`config.mk`:
```
export PLATFORM = sky130hd
export DESIGN_NAME = sos_standby_ctrl
export DESIGN_NICKNAME = d
export VERILOG_FILES = /design/src/shared/sos_pkg.sv /design/src/sos_settle_status.sv /design/src/sos_standby_ctrl.sv /design/src/sos_tick_counter.sv
export SDC_FILE = /design/constraint.sdc
export NUM_CORES = 1
export LEC_CHECK = 0
export BUFFER_PORTS_ARGS = -buffer_cell sky130_fd_sc_hd__buf_2
export CELL_PAD_IN_SITES_DETAIL_PLACEMENT = 0
export CELL_PAD_IN_SITES_GLOBAL_PLACEMENT = 1
export CORE_MARGIN = 5
export CORE_UTILIZATION = 40
export CTS_CLUSTER_SIZE = 8
export DETAILED_ROUTE_END_ITERATION = 6
export PLACE_DENSITY = 0.87
export RECOVER_POWER = 25
export SYNTH_ARGS = -nofsm -noshare
export SYNTH_HDL_FRONTEND = slang
export SYNTH_SLANG_ARGS = --single-unit
```
`constraint.sdc`:
```
create_clock -name aclk -period 5.7 [get_ports aclk]
set_input_delay 0.855 -clock aclk [delete_from_list [all_inputs] [get_ports aclk]]
set_output_delay 0.855 -clock aclk [all_outputs]
set_load 0.02 [all_outputs]
```
`src/shared/sos_pkg.sv`:
```
// shared constants and types for the standby and settle-counter controller
package sos_pkg;

  localparam int SETTLE_NB = 5;   // settle_status_register width
  localparam int CNT_W     = 17;  // stabilisation counter width
  localparam int SEL_W     = 3;   // settle_select_register width
  localparam int RO_W      = 5;   // internal-period counter width

  // main-crystal tick counts per selectable settle time, shortest first
  localparam logic [CNT_W-1:0] SETTLE_CNT [SETTLE_NB] =
    '{17'h00800, 17'h02000, 17'h04000, 17'h08000, 17'h10000};

  localparam logic [SEL_W-1:0] SEL_RST  = 3'h4;  // longest wait after reset
  localparam logic [SEL_W-1:0] SEL_MAX  = 3'h4;  // larger codes act as this
  localparam logic [RO_W-1:0]  RO_WAIT  = 5'h11; // internal-osc periods held
  localparam logic [2:0]       OSC_RST  = 3'h2;  // cpu gated, crystal on, int off

  // register byte offsets
  localparam logic [3:0] OFS_STATUS = 4'h0;
  localparam logic [3:0] OFS_SELECT = 4'h4;
  localparam logic [3:0] OFS_STATE  = 4'h8;
  localparam logic [3:0] OFS_CTRL   = 4'hC;

  // state register bit positions
  localparam int STB_HALT    = 0;
  localparam int STB_STOP    = 1;
  localparam int STB_WAIT    = 2;
  localparam int STB_REFUSED = 3;
  localparam int STB_MAIN_EN = 4;
  localparam int STB_INT_EN  = 5;
  localparam int CTB_INT_OFF = 0;  // control: internal oscillator off

  localparam logic [1:0] RESP_OKAY   = 2'h0;
  localparam logic [1:0] RESP_SLVERR = 2'h2;

  typedef enum logic [1:0] {CLK_MAIN, CLK_INT, CLK_SUB} sos_clk_src_t;

  typedef struct packed {
    logic cpu_clk_en;
    logic main_osc_en;
    logic int_osc_en;
  } sos_osc_ctl_t;

endpackage

```
`src/sos_settle_status.sv`:
```
// settle status bits and end-of-wait detect for the stabilisation counter
`timescale 1ns/1ps
module sos_settle_status #(
  parameter int NB = sos_pkg::SETTLE_NB
) (
  input  wire logic                          aclk,
  input  wire logic                          aresetn,
  input  wire logic                          clr,
  input  wire logic [sos_pkg::CNT_W-1:0]     count,
  input  wire logic [sos_pkg::SEL_W-1:0]     sel,
  output logic [NB-1:0]                      status,
  output logic                               done
);

  logic [NB-1:0]             stat_r;    // sticky status
  logic [NB-1:0]             stat_nxt;  // next status
  logic [sos_pkg::SEL_W-1:0] sel_c;     // clamped select

  assign sel_c = (sel > sos_pkg::SEL_MAX) ? sos_pkg::SEL_MAX : sel;

  // a threshold only counts while it lies inside the selected period;
  // during a clear the count still holds the last run, so it sets nothing
  always_comb
  begin
    stat_nxt = clr ? '0 : stat_r;
    for (int i = 0; i < NB; i++)
      if (!clr && (count >= sos_pkg::SETTLE_CNT[i]) && (i <= int'(sel_c)))
        stat_nxt[NB-1-i] = 1'b1;
  end

  always_ff @(posedge aclk)
  begin
    if (!aresetn)
      stat_r <= '0;
    else
      stat_r <= stat_nxt;
  end

  assign status = stat_r;
  assign done   = (count >= sos_pkg::SETTLE_CNT[sel_c]);

endmodule

```
`src/sos_standby_ctrl.sv`:
```
// standby controller: halt/stop sequencing, oscillator gating, register slave
`timescale 1ns/1ps
module sos_standby_ctrl #(
  parameter int ADDR_W = 4
) (
  input  wire logic                         aclk,
  input  wire logic                         aresetn,
  input  wire logic [ADDR_W-1:0]            s_axi_awaddr,
  input  wire logic                         s_axi_awvalid,
  output logic                              s_axi_awready,
  input  wire logic [31:0]                  s_axi_wdata,
  input  wire logic [3:0]                   s_axi_wstrb,
  input  wire logic                         s_axi_wvalid,
  output logic                              s_axi_wready,
  output logic [1:0]                        s_axi_bresp,
  output logic                              s_axi_bvalid,
  input  wire logic                         s_axi_bready,
  input  wire logic [ADDR_W-1:0]            s_axi_araddr,
  input  wire logic                         s_axi_arvalid,
  output logic                              s_axi_arready,
  output logic [31:0]                       s_axi_rdata,
  output logic [1:0]                        s_axi_rresp,
  output logic                              s_axi_rvalid,
  input  wire logic                         s_axi_rready,
  input  wire sos_pkg::sos_clk_src_t        cpu_clk_src,
  input  wire logic                         halt_req,
  input  wire logic                         stop_req,
  input  wire logic                         irq_pending,
  input  wire logic                         main_osc_ok,
  input  wire logic                         main_tick,
  input  wire logic                         int_tick,
  output sos_pkg::sos_osc_ctl_t             osc_ctl
);

  // standby sequencer states
  typedef enum logic [2:0] {
    ST_RUN,       // cpu clocked
    ST_HALT,      // cpu gated, main crystal on
    ST_STOP,      // cpu gated, main crystal off
    ST_OSC_WAIT,  // main crystal restarting, not yet oscillating
    ST_SETTLE,    // counting main crystal stabilisation
    ST_RO_WAIT    // counting internal-oscillator periods
  } sos_state_t;

  sos_state_t                    state_r;       // sequencer state
  sos_state_t                    state_nxt;     // next state
  sos_pkg::sos_osc_ctl_t         osc_r;         // registered clock gates
  sos_pkg::sos_osc_ctl_t         osc_nxt;       // next clock gates
  logic                          refused_r;     // last stop was refused
  logic                          refused_nxt;   // next refused flag
  logic                          cnt_clr;       // restart stabilisation count
  logic                          ro_clr;        // restart period count
  logic [sos_pkg::CNT_W-1:0]     settle_cnt;    // stabilisation count
  logic [sos_pkg::RO_W-1:0]      ro_cnt;        // internal periods seen
  logic [sos_pkg::SETTLE_NB-1:0] settle_stat;   // settle_status_register
  logic                          settle_done;   // selected wait elapsed
  logic                          ro_done;       // seventeen periods elapsed

  // register file
  logic [sos_pkg::SEL_W-1:0]     sel_r;         // settle_select_register
  logic [sos_pkg::SEL_W-1:0]     sel_nxt;       // next select value
  logic                          int_off_r;     // software asks int osc off
  logic                          int_off_nxt;   // next int-off request

  // bus channel state
  logic                          aw_held_r;     // write address captured
  logic                          aw_held_nxt;
  logic                          w_held_r;      // write data captured
  logic                          w_held_nxt;
  logic [ADDR_W-1:0]             waddr_r;       // captured write address
  logic [ADDR_W-1:0]             waddr_nxt;
  logic [31:0]                   wdata_r;       // captured write data
  logic [31:0]                   wdata_nxt;
  logic                          wstrb0_r;      // low byte lane enabled
  logic                          wstrb0_nxt;
  logic                          awready_r;
  logic                          awready_nxt;
  logic                          wready_r;
  logic                          wready_nxt;
  logic                          bvalid_r;
  logic                          bvalid_nxt;
  logic [1:0]                    bresp_r;
  logic [1:0]                    bresp_nxt;
  logic                          arready_r;
  logic                          arready_nxt;
  logic                          rvalid_r;
  logic                          rvalid_nxt;
  logic [31:0]                   rdata_r;
  logic [31:0]                   rdata_nxt;
  logic [1:0]                    rresp_r;
  logic [1:0]                    rresp_nxt;
  logic                          wr_go;         // both halves of a write held
  logic [31:0]                   rd_word;       // decoded read value
  logic                          rd_hit;        // read address is mapped
  logic [5:0]                    state_word;    // live state bits

  // stabilisation counter only runs on real crystal ticks, so the
  // start-up gap before oscillation is never part of the wait
  sos_tick_counter #(
    .W       (sos_pkg::CNT_W)
  ) u_settle_cnt (
    .aclk    (aclk),
    .aresetn (aresetn),
    .clr     (cnt_clr),
    .inc     (osc_r.main_osc_en && main_osc_ok && main_tick && !settle_done),
    .q       (settle_cnt)
  );

  // counts internal-oscillator periods after stop release
  sos_tick_counter #(
    .W       (sos_pkg::RO_W)
  ) u_ro_cnt (
    .aclk    (aclk),
    .aresetn (aresetn),
    .clr     (ro_clr),
    .inc     ((state_r == ST_RO_WAIT) && int_tick),
    .q       (ro_cnt)
  );

  // settle status bits and selected-period compare
  sos_settle_status #(
    .NB      (sos_pkg::SETTLE_NB)
  ) u_settle_stat (
    .aclk    (aclk),
    .aresetn (aresetn),
    .clr     (cnt_clr),
    .count   (settle_cnt),
    .sel     (sel_r),
    .status  (settle_stat),
    .done    (settle_done)
  );

  assign ro_done = (ro_cnt >= sos_pkg::RO_WAIT);

  // standby sequencing and clock gating
  always_comb
  begin
    state_nxt   = state_r;
    refused_nxt = refused_r;
    cnt_clr     = 1'b0;
    ro_clr      = 1'b0;
    unique case (state_r)
      ST_RUN:
      begin
        if (stop_req)
        begin
          if (cpu_clk_src == sos_pkg::CLK_SUB)
            refused_nxt = 1'b1;
          else if (irq_pending)
          begin
            // an unmasked request turns stop into a halt with a full wait
            refused_nxt = 1'b0;
            cnt_clr     = 1'b1;
            state_nxt   = ST_SETTLE;
          end
          else
          begin
            refused_nxt = 1'b0;
            cnt_clr     = 1'b1;
            state_nxt   = ST_STOP;
          end
        end
        else if (halt_req)
          state_nxt = ST_HALT;
      end
      ST_HALT:
      begin
        if (irq_pending)
          state_nxt = ST_RUN;
      end
      ST_STOP:
      begin
        // release by interrupt; reset release enters via reset state
        if (irq_pending)
        begin
          ro_clr = 1'b1;
          if (cpu_clk_src == sos_pkg::CLK_INT)
            state_nxt = ST_RO_WAIT;
          else
            state_nxt = ST_OSC_WAIT;
        end
      end
      ST_OSC_WAIT:
      begin
        if (main_osc_ok)
          state_nxt = ST_SETTLE;
      end
      ST_SETTLE:
      begin
        if (settle_done)
          state_nxt = ST_RUN;
      end
      ST_RO_WAIT:
      begin
        // crystal keeps settling in the background; cpu needs only f_R
        if (ro_done)
          state_nxt = ST_RUN;
      end
    endcase

    // clock gates follow the next state so outputs leave flip-flops
    osc_nxt.cpu_clk_en  = (state_nxt == ST_RUN);
    osc_nxt.main_osc_en = (state_nxt != ST_STOP);
    // internal oscillator may only be switched off by software while
    // outside stop and while it is not the cpu clock; never inside stop
    if ((state_nxt == ST_STOP) || (state_r == ST_STOP))
      osc_nxt.int_osc_en = osc_r.int_osc_en;
    else if (int_off_r && (cpu_clk_src != sos_pkg::CLK_INT))
      osc_nxt.int_osc_en = 1'b0;
    else
      osc_nxt.int_osc_en = 1'b1;
  end

  always_ff @(posedge aclk)
  begin
    if (!aresetn)
    begin
      state_r   <= ST_OSC_WAIT;  // reset release also waits for the crystal
      osc_r     <= sos_pkg::OSC_RST;  // cpu stays gated until the wait ends
      refused_r <= 1'b0;
    end
    else
    begin
      state_r   <= state_nxt;
      osc_r     <= osc_nxt;
      refused_r <= refused_nxt;
    end
  end

  assign osc_ctl = osc_r;

  // live view of the sequencer for software
  always_comb
  begin
    state_word                        = '0;
    state_word[sos_pkg::STB_HALT]     = (state_r == ST_HALT) || (state_r == ST_SETTLE);
    state_word[sos_pkg::STB_STOP]     = (state_r == ST_STOP);
    state_word[sos_pkg::STB_WAIT]     = (state_r == ST_OSC_WAIT) ||
                                        (state_r == ST_SETTLE) ||
                                        (state_r == ST_RO_WAIT);
    state_word[sos_pkg::STB_REFUSED]  = refused_r;
    state_word[sos_pkg::STB_MAIN_EN]  = osc_r.main_osc_en;
    state_word[sos_pkg::STB_INT_EN]   = osc_r.int_osc_en;
  end

  // read decode; unmapped addresses answer slverr with zero data
  always_comb
  begin
    rd_word = '0;
    rd_hit  = 1'b1;
    unique case (s_axi_araddr)
      sos_pkg::OFS_STATUS: rd_word[sos_pkg::SETTLE_NB-1:0] = settle_stat;
      sos_pkg::OFS_SELECT: rd_word[sos_pkg::SEL_W-1:0]     = sel_r;
      sos_pkg::OFS_STATE:  rd_word[5:0]                    = state_word;
      sos_pkg::OFS_CTRL:   rd_word[sos_pkg::CTB_INT_OFF]   = int_off_r;
      default:             rd_hit                          = 1'b0;
    endcase
  end

  assign wr_go = aw_held_r && w_held_r && !bvalid_r;

  // bus slave: address and data taken in either order, one write and
  // one read outstanding; the response costs one cycle after both held
  always_comb
  begin
    aw_held_nxt = aw_held_r;
    w_held_nxt  = w_held_r;
    waddr_nxt   = waddr_r;
    wdata_nxt   = wdata_r;
    wstrb0_nxt  = wstrb0_r;
    bvalid_nxt  = bvalid_r;
    bresp_nxt   = bresp_r;
    sel_nxt     = sel_r;
    int_off_nxt = int_off_r;
    rvalid_nxt  = rvalid_r;
    rdata_nxt   = rdata_r;
    rresp_nxt   = rresp_r;
    if (s_axi_awvalid && awready_r)
    begin
      aw_held_nxt = 1'b1;
      waddr_nxt   = s_axi_awaddr;
    end
    if (s_axi_wvalid && wready_r)
    begin
      w_held_nxt = 1'b1;
      wdata_nxt  = s_axi_wdata;
      wstrb0_nxt = s_axi_wstrb[0];
    end
    if (bvalid_r && s_axi_bready)
      bvalid_nxt = 1'b0;
    if (wr_go)
    begin
      aw_held_nxt = 1'b0;
      w_held_nxt  = 1'b0;
      bvalid_nxt  = 1'b1;
      bresp_nxt   = sos_pkg::RESP_OKAY;
      unique case (waddr_r)
        sos_pkg::OFS_SELECT:
        begin
          if (wstrb0_r)
            sel_nxt = wdata_r[sos_pkg::SEL_W-1:0];
        end
        sos_pkg::OFS_CTRL:
        begin
          if (wstrb0_r)
            int_off_nxt = wdata_r[sos_pkg::CTB_INT_OFF];
        end
        sos_pkg::OFS_STATUS, sos_pkg::OFS_STATE:
          bresp_nxt = sos_pkg::RESP_OKAY;  // read-only, write ignored
        default:
          bresp_nxt = sos_pkg::RESP_SLVERR;
      endcase
    end
    if (rvalid_r && s_axi_rready)
      rvalid_nxt = 1'b0;
    if (s_axi_arvalid && arready_r)
    begin
      rvalid_nxt = 1'b1;
      rdata_nxt  = rd_word;
      rresp_nxt  = rd_hit ? sos_pkg::RESP_OKAY : sos_pkg::RESP_SLVERR;
    end
    // ready is withheld while a half is held or a reply is pending
    awready_nxt = !aw_held_nxt && !bvalid_nxt;
    wready_nxt  = !w_held_nxt && !bvalid_nxt;
    arready_nxt = !rvalid_nxt;
  end

  always_ff @(posedge aclk)
  begin
    if (!aresetn)
    begin
      aw_held_r <= 1'b0;
      w_held_r  <= 1'b0;
      waddr_r   <= '0;
      wdata_r   <= '0;
      wstrb0_r  <= 1'b0;
      awready_r <= 1'b0;
      wready_r  <= 1'b0;
      bvalid_r  <= 1'b0;
      bresp_r   <= sos_pkg::RESP_OKAY;
      arready_r <= 1'b0;
      rvalid_r  <= 1'b0;
      rdata_r   <= '0;
      rresp_r   <= sos_pkg::RESP_OKAY;
      sel_r     <= sos_pkg::SEL_RST;
      int_off_r <= 1'b0;
    end
    else
    begin
      aw_held_r <= aw_held_nxt;
      w_held_r  <= w_held_nxt;
      waddr_r   <= waddr_nxt;
      wdata_r   <= wdata_nxt;
      wstrb0_r  <= wstrb0_nxt;
      awready_r <= awready_nxt;
      wready_r  <= wready_nxt;
      bvalid_r  <= bvalid_nxt;
      bresp_r   <= bresp_nxt;
      arready_r <= arready_nxt;
      rvalid_r  <= rvalid_nxt;
      rdata_r   <= rdata_nxt;
      rresp_r   <= rresp_nxt;
      sel_r     <= sel_nxt;
      int_off_r <= int_off_nxt;
    end
  end

  assign s_axi_awready = awready_r;
  assign s_axi_wready  = wready_r;
  assign s_axi_bvalid  = bvalid_r;
  assign s_axi_bresp   = bresp_r;
  assign s_axi_arready = arready_r;
  assign s_axi_rvalid  = rvalid_r;
  assign s_axi_rdata   = rdata_r;
  assign s_axi_rresp   = rresp_r;

endmodule

```
`src/sos_tick_counter.sv`:
```
// saturating up-counter with synchronous clear
`timescale 1ns/1ps
module sos_tick_counter #(
  parameter int W = 17
) (
  input  wire logic         aclk,
  input  wire logic         aresetn,
  input  wire logic         clr,
  input  wire logic         inc,
  output logic [W-1:0]      q
);

  logic [W-1:0] q_r;    // count value
  logic [W-1:0] q_nxt;  // next count

  // clear wins, then count until all ones
  always_comb
  begin
    q_nxt = q_r;
    if (clr)
      q_nxt = '0;
    else if (inc && (q_r != {W{1'b1}}))
      q_nxt = q_r + {{(W-1){1'b0}}, 1'b1};
  end

  always_ff @(posedge aclk)
  begin
    if (!aresetn)
      q_r <= '0;
    else
      q_r <= q_nxt;
  end

  assign q = q_r;

endmodule
```
==> key figures, run 1 <==
Outcome
  – Status: complete, no violations

Worst setup path
  – Crit path arrival time: 2.98 ns
  – FF-to-FF End: u_settle_cnt.q[14]
  – CP Capture Type: flip-flop
  – Critical Path Fanout Max: 20
  – Reg2reg start: u_settle_cnt.q[7]
  – CP cell instances: and3_1 > nand3_2 > or2_4 > nor3_1 > ha_1 > and4b_1 > o2111ai_2 > nor4_2 > xnor2_1 > nor2_1
  – CP Launch Type: flip-flop
  – Cells on worst reg2reg path: 10
  – Worst R2R Setup Slack: 2.91 ns
  – Worst path slowest cell: o2111ai_2
  – CP max stage delay: 0.56 ns
  – Data required time at the worst endpoint: 5.89 ns
  – Setup CP Type: flip-flop to flip-flop

STA
  – RSZ-0062 raised after global routing: false
  – Worst-margin pin slew: 1.170 ns
  – Period minus WS final: 2.793 ns
  – Setup_tns: 0 ns
  – Setup ws final: 2.907 ns
  – Final hold vios: 0
  – Endpoints failing setup: 0
  – Achievable clock frequency: 358.1 MHz
  – Part of the cycle the worst path needs: 49.00%
  – Max Clock Skew: 0.008108 ns
  – Rel. slew slack: 22.03%
  – Max Slew Vio Count: 0

Route
  – Via density: 5.002
  – Via Count: 2631
  – Antenna Nets Post-Route: 0
  – Post-Route WL: 6600 um
  – Drt first pass iters: 5
  – # DRC: 0
  – Starting DRT DRC Count: 96
  – Per-cell routed wire length: 12.55 um

Floorplanning
  – Die width: 99.87 um
  – FP Rows: 32
  – Core ar.: 0.007807 mm2
  – # IOs: 103
  – Die area: 0.009974 mm2
  – Die height: 99.87 um
  – Initial Utilization: 41.38%

GRT
  – First-pass GRT wire length: 11050 um
  – Initial antenna violation count: 0
  – Largest net degree at the start of global routing: 34
  – GRT Util Overall: 13.65%
  – Vias in the first global route: 2426
  – Gr ovfl total: 0

Finish
  – Non-Filler Cell Area, Final: 0.003610 mm2
  – Most common cell after layout, fill and taps aside: dfxtp_1
  – Area grow syn2layout: 11.74%
  – NumNets Final: 489
  – Antenna diodes: 0
  – Most frequent cells in the layout: 61 x dfxtp_1, 42 x nor2_1, 41 x buf_2, 29 x nand2_1, 28 x conb_1
  – Layout cells sized above 1: 17.22%

Clock tree
  – Worst skew pair latency: 0.34 ns
  – Post-CTS sizing: 0
  – Cts hold-fix bufs: 0
  – CTS tree: yes
  – Clock root buffer: clkbuf_8
  – Clock transition at the registers of the reported paths: 0.07 ns
  – Max Root-Sink Buffers: 2
  – H-tree Lvls: 3
  – Total CTS buffers: 9
  – Post-CTS setup buffers: 0
  – Clock sink count: 61

Logic synthesis
  – Part of the Yosys area used for sequential elements: 37.80%
  – Area share of the largest cell type after synthesis: 37.80%
  – Avg Inst Size Synth: 8.502 um2
  – Number of synthesized register bits: 61
  – Top post-synthesis cells by area: dfxtp_1 38%, buf_4 6.7%, nor2_1 4.9%
  – Synth Flop Type: dfxtp_1
  – Ys Warns: 0
  – Synth Instances: 380
  – Cell variety after synth: 53
  – Largest area contributor in the netlist: dfxtp_1
  – Post-Syn Area: 0.003231 mm2
  – Synth async-reset ratio: 0%
  – Post-synth EDFFs: 0

Placement
  – IO Port Bufs: 42
  – RD Place Congestion: 0.7921
  – Post-place instance area: 0.003412 mm2
  – Pre-CTS setup slack: 2.952 ns
  – Hpwl dp: 4928 um

Hold path
  – Hold Crit Depth: 2
  – Worst hold path class: flip-flop to flip-flop
  – Hold Path Origin: waddr_r[1]
  – Min-Delay Endpoint: waddr_r[1]

Flow run
  – Max-Cap Viols: 0

Pwr
  – VDD IR max: 186.7 uV
  – PwrDens: 307.2 mW/mm2
  – P_leak: 1.470 nW
[worst max-delay path, delay by kind of cell, from the launching register on]
kind,cells,cell delay [ns]
AOI/OAI and AO/OA,1,0.56
DFF,1,0.36
and+or+nand+nor,7,1.37
xor gates and xnor gates,1,0.16
adders and majority gates,1,0.18
[kinds of logic (layout without fill, tap and decap cells)]
logic type | count (synthesis) | in the layout | synth area share, %
adder cells (fa/ha/maj) | 11 | 11 | 4.260
multiplexers | 13 | 13 | 4.415
buffers and inverters | 56 | 73 | 10.03
XOR/XNOR | 14 | 14 | 3.796
AO/OA/AOI/OAI | 65 | 65 | 13.09
flip-flops | 61 | 61 | 37.80
AND/OR/NAND/NOR | 159 | 159 | 26.49
other | 1 | 28 | 0.1161
[registers in the layout (all words and copies together) (netlist names), 3 cells and up]
register              flops
sel_r                     3
osc_ctl                   3
state_r                   3
waddr_r                   4
s_axi_rdata               6
u_ro_cnt.q                5
wdata_r                   3
u_settle_stat.status      5
u_settle_cnt.q           17
[report_power, final]
group,leakage (nW),internal (mW),switching (mW)
registers,0.496,0.455,0.0464
clock network,0.104,0.204,0.176
logic,0.871,0.0872,0.140
[Yosys cell counts (2+ instances only)]
cell type   n
nor2b_1    11
o211ai_1    4
nand4_1     3
nor4_1      3
buf_2       4
a21oi_1    19
nand2_1    29
and2_1      2
and3_1      5
xnor2_1    13
o2111ai_1   2
dfxtp_1    61
nand2b_1   10
nor4_4      2
nor2_1     42
clkbuf_1    8
inv_1      15
or2_2       3
o22ai_1     2
nand3_1    17
a31oi_1     2
nor4_2      4
mux2i_1    12
buf_4      29
or3_1       6
ha_1       11
o21ai_0     9
nor3_1     13
a21boi_0   13
a22oi_1     3
[worst max-delay path by stage]
stage                           start                 end  slack [ns]  depth (start not counted)
floorplan           u_settle_cnt.q[6]   u_settle_cnt.q[5]        3.50                         11
global placement    u_settle_cnt.q[7]  u_settle_cnt.q[14]        3.00                         10
detailed placement  u_settle_cnt.q[7]  u_settle_cnt.q[14]        2.95                         10
CTS                 u_settle_cnt.q[7]  u_settle_cnt.q[14]        2.93                         10
global route                 sel_r[1]  u_settle_cnt.q[11]        2.73                          9
finish              u_settle_cnt.q[7]  u_settle_cnt.q[14]        2.91                         10
[layout make-up]
type / instances / area [um2]
Inverter: 15 / 56.30
Sequential cell: 61 / 1221
Tap cell: 102 / 127.6
Fill cell: 785 / 4198
Multi-Input combinational cell: 290 / 1797
Clock buffer: 9 / 123.9
Clock inverter: 7 / 75.07
Timing Repair Buffer: 42 / 209.0
[stage by stage]
step | hold slack (ns) | power (mW) | cells | util (%)
2_1_floorplan | 0.4322 | 0.6956 | 407 | -
3_3_place_gp | 0.4548 | 0.7349 | 510 | 43.70
3_5_place_dp | 0.4584 | 0.7372 | 510 | 43.70
4_1_cts | 0.4682 | 1.123 | 526 | 46.25
5_1_grt | 0.5105 | 1.180 | 526 | 46.23
6_report | 0.4691 | 1.109 | 526 | 46.23
[layer usage]
metal / wire, um / GRT usage (%) / vias to the layer above
li1: - / - / 1343
met1: 2873 / 16.57 / 1224
met2: 3316 / 22.93 / 54
met3: 298 / 3.683 / 10
met4: 112 / 5.357 / 0
met5: 0 / 0 / -
(Power assumes the default switching activity.)
==> run 2, diff against run 1 <==
--- a/config.mk
+++ b/config.mk
@@ -9,10 +9,10 @@
 export CELL_PAD_IN_SITES_DETAIL_PLACEMENT = 0
 export CELL_PAD_IN_SITES_GLOBAL_PLACEMENT = 1
 export CORE_MARGIN = 5
-export CORE_UTILIZATION = 40
+export CORE_UTILIZATION = 33
 export CTS_CLUSTER_SIZE = 8
 export DETAILED_ROUTE_END_ITERATION = 6
-export PLACE_DENSITY = 0.87
+export PLACE_DENSITY = 0.77
 export RECOVER_POWER = 25
 export SYNTH_ARGS = -nofsm -noshare
 export SYNTH_HDL_FRONTEND = slang
==> constraint.sdc (replaced) <==
create_clock -name aclk -period 2.4 [get_ports aclk]
set_input_delay 0.36 -clock aclk [delete_from_list [all_inputs] [get_ports aclk]]
set_output_delay 0.36 -clock aclk [all_outputs]
set_load 0.02 [all_outputs]
==> run 2 against run 1 <==
Hold slack got worse by 0.18 ns. Critical endpoint is now u_settle_cnt.q[4]. Sequential share of layout area decreased by 1.3 points. Final cell count increased by 7.6%.
==> key figures, run 2 (synthesized netlist as in run 1, its figures left out) <==
Outcome
  – Status: complete, no violations

Route
  – Via Count: 2632
  – Per-cell routed wire length: 11.99 um
  – Drt first pass iters: 4
  – Antenna Nets Post-Route: 0
  – Starting DRT DRC Count: 105
  – # DRC: 0
  – Via density: 4.650
  – Post-Route WL: 6784 um

Pwr
  – Total power draw: 2.710 mW
  – PwrDens: 720.8 mW/mm2
  – VDD IR max: 360.4 uV
  – P_leak: 1.533 nW

Clock tree
  – Max Root-Sink Buffers: 2
  – Clock transition at the registers of the reported paths: 0.06 ns
  – Worst skew pair latency: 0.34 ns
  – Total CTS buffers: 9
  – Cts hold-fix bufs: 0
  – CTS tree: yes
  – Clock root buffer: clkbuf_8
  – Clock sink count: 61
  – H-tree Lvls: 3

Floorplanning
  – Die width: 108.9 um
  – Core ar.: 0.009639 mm2
  – # IOs: 103
  – Die area: 0.01187 mm2
  – Die height: 108.9 um
  – Initial Utilization: 33.52%
  – FP Rows: 36

GRT
  – Largest net degree at the start of global routing: 34
  – Vias in the first global route: 2434
  – First-pass GRT wire length: 10890 um
  – Gr ovfl total: 0
  – GRT Util Overall: 11.47%
  – Initial antenna violation count: 0

Worst setup path
  – Setup CP Type: flip-flop to flip-flop
  – Critical Path Fanout Max: 20
  – Crit path arrival time: 2.51 ns
  – CP cell instances: inv_1 > nand3_1 > ha_1 > and4_1 > a21oi_2 > o2111ai_2 > buf_12 > or3_1 > a21oi_1
  – CP max stage delay: 0.35 ns
  – Worst path slowest cell: dfxtp_1
  – CP Launch Type: flip-flop
  – Data required time at the worst endpoint: 2.66 ns
  – CP Capture Type: flip-flop

Hold path
  – Worst hold path class: input port to flip-flop

STA
  – Part of the cycle the worst path needs: 93.76%
  – Max Clock Skew: 0.01101 ns
  – Setup ws final: 0.1499 ns
  – Achievable clock frequency: 444.4 MHz
  – Max Slew Vio Count: 0
  – Worst-margin pin slew: 0.5750 ns
  – Rel. slew slack: 61.26%
  – Setup_tns: 0 ns
  – Period minus WS final: 2.250 ns
  – Final hold vios: 0
  – Endpoints failing setup: 0

Placement
  – Hpwl dp: 5112 um
  – IO Port Bufs: 42
  – RD Place Congestion: 0.8013
  – Pre-CTS setup slack: 0.1607 ns

Finish
  – Most common cell after layout, fill and taps aside: dfxtp_1
  – Area grow syn2layout: 16.38%
  – Largest register FFs: 17
  – Antenna diodes: 0
  – Most frequent cells in the layout: 60 x dfxtp_1, 41 x nor2_1, 39 x buf_2, 29 x nand2_1, 28 x conb_1
  – Filler cells: 1034
  – NumNets Final: 498
  – Layout cells sized above 1: 19.40%

Flow run
  – Max-Cap Viols: 0
[run 2: cell types whose count changed in the layout (fill, tap and decap cells not counted), moves of 2 or more]
cell and change:
nor3_2 +2, buf_4 +8, buf_2 -2, clkbuf_8 +3, nor3_1 -2, clkbuf_1 +2, clkinv_4 -3
[run 2: cell type report]
class | count | area [um2] | area share [%]
clock inverter | 4 | 45.04 | 1.198
clock buffer | 12 | 165.2 | 4.393
multi-input combinational | 290 | 1818 | 48.35
tap | 133 | 166.4 | 4.426
inverter | 15 | 56.30 | 1.498
timing repair buffer | 51 | 286.5 | 7.621
sequential | 61 | 1222 | 32.51
[run 2: path summary, 6_finish.rpt]
path	from	endpoint	slack (ns)	depth (start not counted)
worst max register to register	sel_r[2]	u_settle_cnt.q[4]	0.15	9
worst max-delay path	sel_r[2]	u_settle_cnt.q[4]	0.15	9
worst min-delay path	s_axi_awaddr[1]	waddr_r[1]	0.29	3
worst min register to register	waddr_r[1]	waddr_r[1]	0.47	2
[run 2: stage by stage]
step | instances | cell area (um2) | hold WS (ns) | utilization (%)
floorplan | 407 | 3332 | 0.4322 | -
global route | 566 | 3760 | 0.3003 | 39.01
finish | 566 | 3760 | 0.2887 | 39.01
global placement | 549 | 3520 | 0.4530 | 36.51
CTS | 565 | 3730 | 0.2750 | 38.69
detailed placement | 549 | 3520 | 0.4636 | 36.51
[run 2: what timing repair did]
item / in CTS / in global routing
hold endpoints to repair: 0 / 0
resized for setup: 0 / 6
setup endpoints to repair: 0 / 10
setup buffers: 0 / 1
[run 2: critical path: cells and delay by family, from the launching register on]
kind	cells	cell delay, ns
DFF	1	0.35
adders and majority gates	1	0.32
and+or+nand+nor	3	0.67
AOI/OAI and AO/OA	3	0.49
buffers and inverters	2	0.33
[run 2: power breakdown]
part / switching, mW / leakage, nW / total (mW) / internal (mW)
clock network: 0.391 / 0.112 / 0.950 / 0.559
logic: 0.365 / 0.924 / 0.589 / 0.224
registers: 0.0888 / 0.496 / 1.17 / 1.08
[run 2: layer usage]
layer  GRT usage (%)  share of wire (%)  vias up
met5               0                  0        -
met4           4.418                1.2        0
met3           2.724                4.2       11
met2           19.91                 51       53
met1           13.62                 44     1206
li1                -                  -     1362
==> run 3, diff against run 2 <==
--- a/config.mk
+++ b/config.mk
@@ -10,6 +10,7 @@
 export CELL_PAD_IN_SITES_GLOBAL_PLACEMENT = 1
 export CORE_MARGIN = 5
 export CORE_UTILIZATION = 33
+export CTS_CLUSTER_DIAMETER = 80
 export CTS_CLUSTER_SIZE = 8
 export DETAILED_ROUTE_END_ITERATION = 6
 export PLACE_DENSITY = 0.77
==> constraint.sdc (replaced) <==
create_clock -name aclk -period 2 [get_ports aclk]
set_input_delay 0.3 -clock aclk [delete_from_list [all_inputs] [get_ports aclk]]
set_output_delay 0.3 -clock aclk [all_outputs]
set_load 0.02 [all_outputs]
==> run 3 against run 2 <==
The run now ends with negative setup slack left. Routed wire length up 6.2%. First-iteration DRC count shrank 4.8%. Total power is 31% higher. Die area stayed put. Critical path depth up 2. Setup slack got worse by 0.29 ns. Highest routed layer unchanged.
==> key figures, run 3 (synthesized netlist as in run 1, its figures left out) <==
Clock tree
  – Total CTS buffers: 9
  – Clock root buffer: clkbuf_8
  – H-tree Lvls: 3
  – CTS tree: yes
  – Worst skew pair latency: 0.33 ns
  – Clock sink count: 61
  – Max Root-Sink Buffers: 2
  – Cts hold-fix bufs: 0
  – Clock transition at the registers of the reported paths: 0.07 ns

Hold path
  – Worst hold path class: input port to flip-flop
  – Hold Path Origin: s_axi_awaddr[1]

Finish
  – Area grow syn2layout: 27.92%
  – NumNets Final: 531
  – Most common cell after layout, fill and taps aside: dfxtp_1
  – Final core occ: 42.87%
  – Largest register FFs: 17
  – Non-Filler Cell Area, Final: 0.004133 mm2
  – Layout cells sized above 1: 28.11%
  – Post-route insts no fill: 599
  – Antenna diodes: 0
  – Most frequent cells in the layout: 55 x dfxtp_1, 42 x buf_2, 41 x nor2_1, 40 x buf_4, 29 x nand2_1

Worst setup path
  – CP max stage delay: 0.33 ns
  – Top cell family by delay on the critical path: simple AND/OR/NAND/NOR gates
  – Worst R2R Setup Slack: -0.14 ns
  – CP startpoint: u_settle_cnt.q[8]
  – Critical path depth: 11
  – Reg2reg start: u_settle_cnt.q[8]
  – Critical Path Fanout Max: 18
  – Buffer and inverter count on the worst path: 2
  – Setup CP Type: flip-flop to flip-flop
  – CP Capture Type: flip-flop
  – Cells on worst reg2reg path: 11
  – Data required time at the worst endpoint: 2.22 ns
  – Worst setup path endpoint: u_settle_cnt.q[1]
  – Crit path arrival time: 2.36 ns
  – CP Launch Type: flip-flop
  – Worst path slowest cell: dfxtp_2
  – CP cell instances: and3_4 > nand3_4 > or2_4 > nor3_4 > ha_2 > and4b_1 > o2111ai_2 > buf_12 > buf_6 > mux2i_1 > nor2_1
  – FF-to-FF End: u_settle_cnt.q[1]

Pwr
  – P_leak: 1.735 nW
  – PwrDens: 859.3 mW/mm2
  – Total power draw: 3.551 mW
  – VDD IR max: 385.6 uV

Route
  – Drt first pass iters: 4
  – Via density: 4.633
  – Per-cell routed wire length: 12.03 um
  – Starting DRT DRC Count: 100
  – Post-Route WL: 7205 um
  – # DRC: 0
  – Antenna Nets Post-Route: 0
  – Via Count: 2775

Placement
  – RD Place Congestion: 0.8211
  – Post-place instance area: 0.003799 mm2
  – Placed Instances: 582
  – IO Port Bufs: 42
  – Hpwl dp: 5477 um

Floorplanning
  – Die height: 108.9 um
  – # IOs: 103
  – FP Rows: 36
  – Die area: 0.01187 mm2
  – Core ar.: 0.009639 mm2
  – Initial Utilization: 33.52%
  – Die width: 108.9 um

STA
  – Max Clock Skew: 0.007155 ns
  – Rel. slew slack: 57.27%
  – RSZ-0062 raised after global routing: true
  – Setup ws final: -0.1370 ns
  – Minimum hold slack: 0.2194 ns
  – Achievable clock frequency: 468.0 MHz
  – Final hold vios: 0
  – Max Slew Vio Count: 0
  – Worst-margin pin slew: 0.6343 ns
  – Period minus WS final: 2.137 ns
  – Endpoints failing setup: 17
  – Part of the cycle the worst path needs: 106.8%

Flow run
  – Max-Cap Viols: 0

GRT
  – Largest net degree at the start of global routing: 31
  – Gr ovfl total: 0
  – First-pass GRT wire length: 11720 um
  – GRT Util Overall: 12.32%
  – Initial antenna violation count: 0
  – Vias in the first global route: 2679

Outcome
  – Failing checks: negative setup slack
  – Status: complete, but fails checks
## run 3: cell count changes in the layout (fill, tap and decap cells not counted), sizes merged
cell,delta
bufinv,+2
clkinv,-3
buf,+36
inv,+1
clkbuf,-4
clkinvlp,+1
## run 3: how the worst min path moves through the flow
stage / end / slack [ns] / depth (start not counted)
CTS: waddr_r[1] / 0.20 / 3
floorplan: u_settle_stat.status[0] / 0.43 / 2
detailed placement: waddr_r[1] / 0.46 / 2
finish: waddr_r[1] / 0.22 / 3
global placement: u_settle_stat.status[0] / 0.45 / 2
global route: waddr_r[3] / 0.22 / 3
## run 3: final cells by class
type	instances	area [um2]
multi-input combinational	290	1889
inverter	15	56.30
fill	1030	5507
clock inverter	5	106.4
timing repair buffer	84	541.8
sequential	61	1231
clock buffer	11	141.4
tap	133	166.4
## run 3: tightest hold or removal path: stages
cell	delay (ns)
buf_2	0.10
nand3_1	0.05
a21boi_0	0.06
## run 3: report_power, final
| part | leakage (nW) | switching, mW | internal, mW |
|---|---|---|---|
| clock | 0.120 | 0.494 | 0.867 |
| sequential | 0.498 | 0.108 | 1.30 |
| combinational | 1.12 | 0.469 | 0.317 |
## run 3: repair_timing
item                                    4_1_cts  5_1_grt
resized for setup                             8       10
pin swaps                                     1        2
setup buffers                                 1        1
endpoints found under the setup margin       18       21
hold endpoints to repair                      0        0
## run 3: layer usage
metal / track usage, % / wire (um)
met3: 4.026 / 284
met4: 3.607 / 123
met5: 0 / 0
met1: 13.67 / 3072
met2: 22.28 / 3724
## run 3: through the flow
| stage | TNS [ns] | setup slack [ns] |
|---|---|---|
| 2_1_floorplan | -0.05406 | -0.02107 |
| 4_1_cts | -1.701 | -0.1509 |
| 6_report | -1.141 | -0.1370 |
| 3_3_place_gp | -1.524 | -0.1300 |
| 5_1_grt | -3.640 | -0.2714 |
| 3_5_place_dp | -2.130 | -0.1748 |
